**src/hdl/dihp_pkg.sv**
```systemverilog
package dihp_pkg;

  // ----------------------------------------------------------------
  // register map
  // ----------------------------------------------------------------
  localparam int ADDR_W = 8;
  localparam int DATA_W = 8;
  localparam logic [7:0] OFS_IRQ_MASK = 8'h03;
  localparam logic [7:0] OFS_IRQ_FLAGS = 8'h04;
  localparam logic [7:0] OFS_LINE_CTRL = 8'h05;
  localparam logic [7:0] OFS_PWR_CTRL = 8'h06;
  localparam logic [7:0] OFS_IRQ_CLEAR = 8'h10;
  localparam int BIT_RING = 7;
  localparam int BIT_FRAME = 5;
  localparam int BIT_DROP = 3;
  localparam int BIT_OVL = 2;
  localparam int BIT_NEG = 6;
  localparam int BIT_POS = 5;
  localparam int BIT_MON = 3;
  localparam int BIT_RDT = 2;
  localparam int BIT_HOOK = 0;
  localparam int BIT_PDL = 4;
  localparam int BIT_PDN = 3;
  localparam logic [7:0] IRQ_FIELDS = 8'hAC;
  localparam logic [7:0] STICKY_FIELDS = 8'hA4;
  localparam logic [7:0] RST_IRQ_MASK = 8'h00;
  localparam logic [7:0] RST_IRQ_FLAGS = 8'h00;
  localparam logic RST_HOOK = 1'h0;
  localparam logic RST_MON = 1'h0;
  localparam logic RST_PDL = 1'h1;
  localparam logic RST_PDN = 1'h0;
  localparam int LC_W = 5;
  localparam logic [LC_W-1:0] LC_MAX = 5'h1F;

  // ----------------------------------------------------------------
  // timing
  // ----------------------------------------------------------------
  localparam int CLK_HZ = 25_000_000;
  localparam int RING_HOLD_S = 5;
  localparam int RING_HOLD_CYC = RING_HOLD_S * CLK_HZ;

  // ----------------------------------------------------------------
  // types
  // ----------------------------------------------------------------
  typedef struct packed {
    logic ring_pos;
    logic ring_neg;
    logic frame_lock;
    logic power_ok;
    logic [LC_W-1:0] loop_current;
  } dihp_line_t;

  typedef enum logic [1:0] {
    RT_IDLE = 2'h0,
    RT_RING = 2'h1,
    RT_HOLD = 2'h3
  } dihp_ring_st_t;
endpackage : dihp_pkg

```
**src/hdl/dihp_regs.sv**
```systemverilog
// Local design decision: the strobed register port.
`timescale 1ns/100ps
module dihp_regs
  import dihp_pkg::*;
#(
  parameter int RING_HOLD = RING_HOLD_CYC
) (
  input wire logic core_clk,
  input wire logic rstn,
  input wire logic [ADDR_W-1:0] reg_addr,
  input wire logic [DATA_W-1:0] reg_wdata,
  input wire logic reg_wr,
  input wire logic reg_rd,
  output logic [DATA_W-1:0] reg_rdata,
  input wire dihp_line_t line_in,
  output logic irq,
  output logic off_hook,
  output logic line_monitor_enable,
  output logic line_side_powerdown,
  output logic logic_powerdown
);

  // ----------------------------------------------------------------
  // declarations
  // ----------------------------------------------------------------
  dihp_line_t line_s;
  logic ring_active;
  logic ring_q_ff;
  logic lock_q_ff;
  logic [LC_W-1:0] lc_q_ff;
  logic lc_full;
  logic [DATA_W-1:0] mask_ff;
  logic [DATA_W-1:0] flags_ff;
  logic [DATA_W-1:0] nxt_flags;
  logic [DATA_W-1:0] set_vec;
  logic [DATA_W-1:0] clr_vec;
  logic [DATA_W-1:0] rd_word;
  logic [DATA_W-1:0] rdata_ff;
  logic hook_ff;
  logic mon_ff;
  logic pdl_ff;
  logic pdn_ff;
  logic irq_ff;
  logic wr_mask;
  logic wr_flags;
  logic wr_line;
  logic wr_pwr;
  logic wr_clear;

  function automatic logic reg_hit(
    input logic [ADDR_W-1:0] a,
    input logic [ADDR_W-1:0] ofs
  );
    return a == ofs;
  endfunction : reg_hit

  // ----------------------------------------------------------------
  // line inputs and ring timing
  // ----------------------------------------------------------------
  // all line indications are asynchronous to core_clk
  dihp_sync #(
    .W($bits(dihp_line_t))
  ) u_sync (
    .core_clk(core_clk),
    .rstn(rstn),
    .din(line_in),
    .dout(line_s)
  );

  dihp_ring_timer #(
    .HOLD(RING_HOLD)
  ) u_ring (
    .core_clk(core_clk),
    .rstn(rstn),
    .ring_pos(line_s.ring_pos),
    .ring_neg(line_s.ring_neg),
    .off_hook(hook_ff),
    .ring_active(ring_active)
  );

  // history for edge events; lock history resets low so that
  // a link still training after reset is not reported as lost
  always_ff @(posedge core_clk) begin
    if (!rstn) begin
      ring_q_ff <= 1'b0;
      lock_q_ff <= 1'b0;
      lc_q_ff <= '0;
    end else begin
      ring_q_ff <= ring_active;
      lock_q_ff <= line_s.frame_lock;
      lc_q_ff <= line_s.loop_current;
    end
  end

  // loop current crosses as five loose bits, so a skewed sample in
  // mid-change can look like all ones; two equal samples are required
  assign lc_full = (line_s.loop_current == LC_MAX) && (lc_q_ff == LC_MAX);

  // ----------------------------------------------------------------
  // write decode
  // ----------------------------------------------------------------
  assign wr_mask = reg_wr && reg_hit(reg_addr, OFS_IRQ_MASK);
  assign wr_flags = reg_wr && reg_hit(reg_addr, OFS_IRQ_FLAGS);
  assign wr_line = reg_wr && reg_hit(reg_addr, OFS_LINE_CTRL);
  assign wr_pwr = reg_wr && reg_hit(reg_addr, OFS_PWR_CTRL);
  assign wr_clear = reg_wr && reg_hit(reg_addr, OFS_IRQ_CLEAR);

  // ----------------------------------------------------------------
  // interrupt enable
  // ----------------------------------------------------------------
  always_ff @(posedge core_clk) begin
    if (!rstn) begin
      mask_ff <= RST_IRQ_MASK;
    end else if (wr_mask) begin
      mask_ff <= reg_wdata & IRQ_FIELDS;
    end
  end

  // ----------------------------------------------------------------
  // interrupt flags
  // ----------------------------------------------------------------
  always_comb begin
    set_vec = '0;
    set_vec[BIT_RING] = ring_active & ~ring_q_ff;
    set_vec[BIT_FRAME] = lock_q_ff & ~line_s.frame_lock;
    set_vec[BIT_OVL] = lc_full;
  end

  // zero written to the flag register clears; the clear register
  // offers a write-one path so drivers need no read-modify-write
  always_comb begin
    clr_vec = '0;
    if (wr_flags) begin
      clr_vec = ~reg_wdata & STICKY_FIELDS;
    end
    if (wr_clear) begin
      clr_vec = clr_vec | (reg_wdata & STICKY_FIELDS);
    end
  end

  // set beats clear so an event in the clearing cycle survives
  always_comb begin
    nxt_flags = ((flags_ff & ~clr_vec) | set_vec) & STICKY_FIELDS;
    nxt_flags[BIT_DROP] = ~line_s.power_ok;
  end

  always_ff @(posedge core_clk) begin
    if (!rstn) begin
      flags_ff <= RST_IRQ_FLAGS;
    end else begin
      flags_ff <= nxt_flags;
    end
  end

  // one cycle of latency from flag to pin keeps irq glitch free
  always_ff @(posedge core_clk) begin
    if (!rstn) begin
      irq_ff <= 1'b0;
    end else begin
      irq_ff <= |(flags_ff & mask_ff);
    end
  end

  // ----------------------------------------------------------------
  // hook and monitor control
  // ----------------------------------------------------------------
  always_ff @(posedge core_clk) begin
    if (!rstn) begin
      hook_ff <= RST_HOOK;
      mon_ff <= RST_MON;
    end else if (wr_line) begin
      hook_ff <= reg_wdata[BIT_HOOK];
      mon_ff <= reg_wdata[BIT_MON];
    end
  end

  // ----------------------------------------------------------------
  // power control
  // ----------------------------------------------------------------
  // logic powerdown latches; writing zero cannot wake the logic,
  // only the reset does
  always_ff @(posedge core_clk) begin
    if (!rstn) begin
      pdl_ff <= RST_PDL;
      pdn_ff <= RST_PDN;
    end else if (wr_pwr) begin
      pdl_ff <= reg_wdata[BIT_PDL];
      pdn_ff <= pdn_ff | reg_wdata[BIT_PDN];
    end
  end

  // ----------------------------------------------------------------
  // read path
  // ----------------------------------------------------------------
  always_comb begin
    rd_word = '0;
    unique case (reg_addr)
      OFS_IRQ_MASK: rd_word = mask_ff;
      OFS_IRQ_FLAGS: rd_word = flags_ff;
      OFS_LINE_CTRL: begin
        rd_word[BIT_NEG] = line_s.ring_neg;
        rd_word[BIT_POS] = line_s.ring_pos;
        rd_word[BIT_MON] = mon_ff;
        rd_word[BIT_RDT] = ring_active;
        rd_word[BIT_HOOK] = hook_ff;
      end
      OFS_PWR_CTRL: begin
        rd_word[BIT_PDL] = pdl_ff;
        rd_word[BIT_PDN] = pdn_ff;
      end
      default: rd_word = '0;
    endcase
  end

  // data are valid only in the cycle after the strobe
  always_ff @(posedge core_clk) begin
    if (!rstn) begin
      rdata_ff <= '0;
    end else if (reg_rd) begin
      rdata_ff <= rd_word;
    end else begin
      rdata_ff <= '0;
    end
  end

  // ----------------------------------------------------------------
  // outputs
  // ----------------------------------------------------------------
  assign reg_rdata = rdata_ff;
  assign irq = irq_ff;
  assign off_hook = hook_ff;
  assign line_monitor_enable = mon_ff;
  assign line_side_powerdown = pdl_ff;
  assign logic_powerdown = pdn_ff;
endmodule : dihp_regs

```
**src/hdl/dihp_ring_timer.sv**
```systemverilog
`timescale 1ns/100ps
module dihp_ring_timer
  import dihp_pkg::*;
#(
  parameter int HOLD = RING_HOLD_CYC
) (
  input wire logic core_clk,
  input wire logic rstn,
  input wire logic ring_pos,
  input wire logic ring_neg,
  input wire logic off_hook,
  output logic ring_active
);
  localparam int CW = $clog2(HOLD + 1);
  dihp_ring_st_t st_ff;
  dihp_ring_st_t nxt_st;
  logic [CW-1:0] cnt_ff;
  logic active_ff;

  always_comb begin
    nxt_st = st_ff;
    unique case (st_ff)
      RT_IDLE: if (!off_hook && (ring_pos || ring_neg)) nxt_st = RT_RING;
      RT_RING: if (off_hook) nxt_st = RT_IDLE;
               else if (!ring_pos) nxt_st = RT_HOLD;
      // only a positive ring restarts the hold window
      RT_HOLD: if (off_hook) nxt_st = RT_IDLE;
               else if (ring_pos) nxt_st = RT_RING;
               else if (cnt_ff == '0) nxt_st = RT_IDLE;
      default: nxt_st = RT_IDLE;
    endcase
  end

  always_ff @(posedge core_clk) begin
    if (!rstn) st_ff <= RT_IDLE;
    else st_ff <= nxt_st;
  end

  always_ff @(posedge core_clk) begin
    if (!rstn) cnt_ff <= '0;
    else if (nxt_st != RT_HOLD) cnt_ff <= CW'(HOLD - 1);
    else if (cnt_ff != '0) cnt_ff <= cnt_ff - 1'b1;
  end

  always_ff @(posedge core_clk) begin
    if (!rstn) active_ff <= 1'b0;
    else active_ff <= (nxt_st != RT_IDLE);
  end

  assign ring_active = active_ff;
endmodule : dihp_ring_timer

```
**src/hdl/dihp_sync.sv**
```systemverilog
`timescale 1ns/100ps
module dihp_sync #(
  parameter int W = 1
) (
  input wire logic core_clk,
  input wire logic rstn,
  input wire logic [W-1:0] din,
  output logic [W-1:0] dout
);
  logic [W-1:0] meta_ff;
  logic [W-1:0] safe_ff;

  // first stage feeds only the second stage
  always_ff @(posedge core_clk) begin
    if (!rstn) begin
      meta_ff <= '0;
      safe_ff <= '0;
    end else begin
      meta_ff <= din;
      safe_ff <= meta_ff;
    end
  end

  assign dout = safe_ff;
endmodule : dihp_sync
```
**config.mk**
```make
export PLATFORM = sky130hd
export DESIGN_NAME = dihp_regs
export DESIGN_NICKNAME = d
export VERILOG_FILES = /design/src/hdl/dihp_pkg.sv /design/src/hdl/dihp_regs.sv /design/src/hdl/dihp_ring_timer.sv /design/src/hdl/dihp_sync.sv
export SDC_FILE = /design/constraint.sdc
export NUM_CORES = 1
export LEC_CHECK = 0
export BUFFER_PORTS_ARGS = -buffer_cell sky130_fd_sc_hd__buf_2
export CORE_AREA = 2 2 80 82
export DETAILED_ROUTE_END_ITERATION = 8
export DIE_AREA = 0 0 82 84
export PLACE_DENSITY = 0.72
export SLEW_MARGIN = 20
export SYNTH_ARGS = -nofsm -noshare
export SYNTH_HDL_FRONTEND = slang
export SYNTH_HIERARCHICAL = 1
export SYNTH_SLANG_ARGS = --single-unit
```
**constraint.sdc**
```tcl
create_clock -name core_clk -period 3.09 [get_ports core_clk]
set_input_delay 0.618 -clock core_clk [delete_from_list [all_inputs] [get_ports core_clk]]
set_output_delay 0.618 -clock core_clk [all_outputs]
set_load 0.005 [all_outputs]
```
==> impl_metrics.json <==
{
  "grt_usage_pct": 21.03,
  "min_period_ns": 2.469,
  "slowest_stage": "nor4b_1",
  "fin_worst_skew_ns": 0.01091,
  "drive_above_1_share_pct": 23.97,
  "dr.pass1.iters": 4,
  "via_count": 2702,
  "crit_arrival_ns": 2.70,
  "async_reset_ff_share_pct": 0,
  "crit_path_start_kind": "register",
  "cts-htree-levels": 3,
  "cp_num_buf_inv": 2,
  "clkLatencyLatePin_ns": 0.35,
  "synth-edff-count": 0,
  "drv_cap": 0,
  "cts.sinks": 75,
  "p_leak_nw": 1.382,
  "grt_max_degree": 32,
  "syn-num-nets": 376,
  "min-delay-path-class": "reg2reg",
  "netlist_instances": 345,
  "netlist_area_sq_um": 3237,
  "core_area_sq_um": 6096,
  "cts_tree": "built",
  "yosys_warnings": 6,
  "first_iter_violations": 183,
  "finalCritPeriodShare_pct": 79.90,
  "gp_congestion": 0.8899,
  "hpwlAfterDp_um": 4573,
  "die_y_um": 84,
  "synth.avg_cell_area_sq_um": 9.382,
  "synth_ff_type": "dfxtp_1",
  "routedWlPerCell_um": 14.41,
  "area_delta_synth_final_pct": 14.15,
  "holdBufCountCts": 0,
  "start_util_pct": 53.10,
  "status": "complete, no violations",
  "peakVddDrop_v": 0.0003863,
  "ys_types": 60,
  "grt_pass1_wl_um": 11200,
  "io_buffers": 38,
  "layout_commonest_cell": "dfxtp_1",
  "die_w_um": 82,
  "crit_path_cell_trace": "inv_1 > ha_1 > nor4b_1 > and3_1 > and2_1 > a311o_1 > buf_4 > a21oi_1",
  "wirelength_um": 6702,
  "synth-seq-cells": 75,
  "grt_antenna_before_repair": 0,
  "totalPowerFinal_mw": 2.000,
  "diodes": 0,
  "final_max_slew_viol_count": 0,
  "critPathCaptureType": "register",
  "path_max_fanout": 7,
  "rows": 29,
  "cts_resized": 0,
  "required_ns": 3.32,
  "fmax_ghz": 0.4050,
  "fin_tns_setup_ns": 0,
  "drtAntennaViolNets": 0,
  "rsz0062_at_grt": "no",
  "power_density_nw_per_um2": 541.3,
  "postCtsSetupBuffers": 0,
  "root_buffer": "clkbuf_8",
  "grt-ovfl-total": 0,
  "path_delay_family": "simple AND/OR/NAND/NOR gates",
  "numCtsBuffers": 9,
  "drc": 0,
  "setup_viol": 0,
  "maxSlewHeadroom_pct": 50.52,
  "grt_pass1_vias": 2441,
  "criticalPathCategory": "reg2reg",
  "path_clk_slew_ns": 0.09,
  "cts.path.max_buffers": 2,
  "max_stage_delay_ns": 0.61,
  "io_pins": 42,
  "worst_pin_slew_ns": 0.7319,
  "report.final.hold_viol_count": 0,
  "die-area_sq_um": 6888,
  "final_cell_mix": "75 x dfxtp_1, 38 x buf_2, 29 x nand2_1, 16 x nor2_1",
  "nets": 414,
  "via_per_inst": 5.811,
  "ys_seq_area_share_pct": 46.39
}
path summary, 6_finish.rpt:
path                  endpoint  depth (start not counted)             start  slack [ns]
min                flags_ff[3]                          1    u_sync/dout[5]        0.37
max reg2reg  u_ring/cnt_ff[15]                          8  u_ring/cnt_ff[0]        0.62
min reg2reg        flags_ff[3]                          1    u_sync/dout[5]        0.37
max          u_ring/cnt_ff[15]                          8  u_ring/cnt_ff[0]        0.62
through the flow:
stage               hold slack [ns]  instances  area [sq um]  setup slack (ns)  util (%)
detailed placement           0.3779        449          3476            0.7021     57.02
global placement             0.3805        449          3476            0.7657     57.02
finish                       0.3737        465          3695            0.6210     60.61
CTS                          0.3842        465          3695            0.6949     60.61
floorplan                    0.3674        345          3237             1.054         -
global route                 0.3876        465          3695            0.4295     60.61
where the power goes:
group	internal, mW	total [mW]	switching (mW)
registers	1.00	1.03	0.0301
clock network	0.397	0.813	0.416
logic	0.0684	0.153	0.0850
total	1.47	2.00	0.531
synth_stat cells, types with 5 or more instances:
library cell	instances	area share, %
nor3_1	7	1.1
nor2_1	16	1.9
nor4_1	5	0.97
or4_1	7	1.6
inv_1	7	0.81
a21oi_1	14	2.2
o31ai_1	7	1.6
mux2i_1	9	2.8
or3_1	12	2.3
nand2_1	29	3.4
a31oi_1	12	2.3
nand4_1	5	0.97
dfxtp_1	75	46
clkbuf_1	11	1.3
and2_1	13	2.5
nand4b_1	5	1.4
and2_2	14	3.2
o21ai_0	11	1.7
kinds of logic after synthesis:
group	after synthesis	share of synthesized area, %
buffers and inverters	26	4.020
other	1	0.1159
AO/OA/AOI/OAI	71	14.77
AND/OR/NAND/NOR	154	29.11
flip-flops	75	46.39
XOR/XNOR	5	1.353
multiplexers	11	3.479
adder cells (fa/ha/maj)	2	0.7730
metal layers:
layer	vias to the layer above	track usage, %	wire (um)
met5	-	0	0
met4	0	8.636	97
met3	12	5.736	429
met2	97	31.56	3134
met1	1252	28.32	3042
li1	1341	-	-
worst register-to-register path: cells and delay by family, from the launching register on:
kind / cells / cell delay, ns
and+or+nand+nor: 3 / 1.14
adders and majority gates: 1 / 0.18
DFF: 1 / 0.33
buffers and inverters: 2 / 0.32
AOI/OAI and AO/OA: 2 / 0.40
flip-flops by register name, indices dropped and copies added, names as in the netlist, 2 cells and up:
signal and flops:
u_sync/dout 9, u_ring/cnt_ff 27, lc_q_ff 5, flags_ff 4, reg_rdata 7, u_ring/st_ff 2, mask_ff 4, u_sync/meta_ff 9
cell type report:
class / count / area (sq um)
fillers: 533 / 2401
multi-input cells: 244 / 1605
flip-flops and latches: 75 / 1501
repair buffers: 45 / 242.7
clock buffers: 9 / 123.9
well taps: 77 / 96.34
clock inverters: 7 / 95.09
inverters: 8 / 30.03
(Power assumes the default switching activity.)
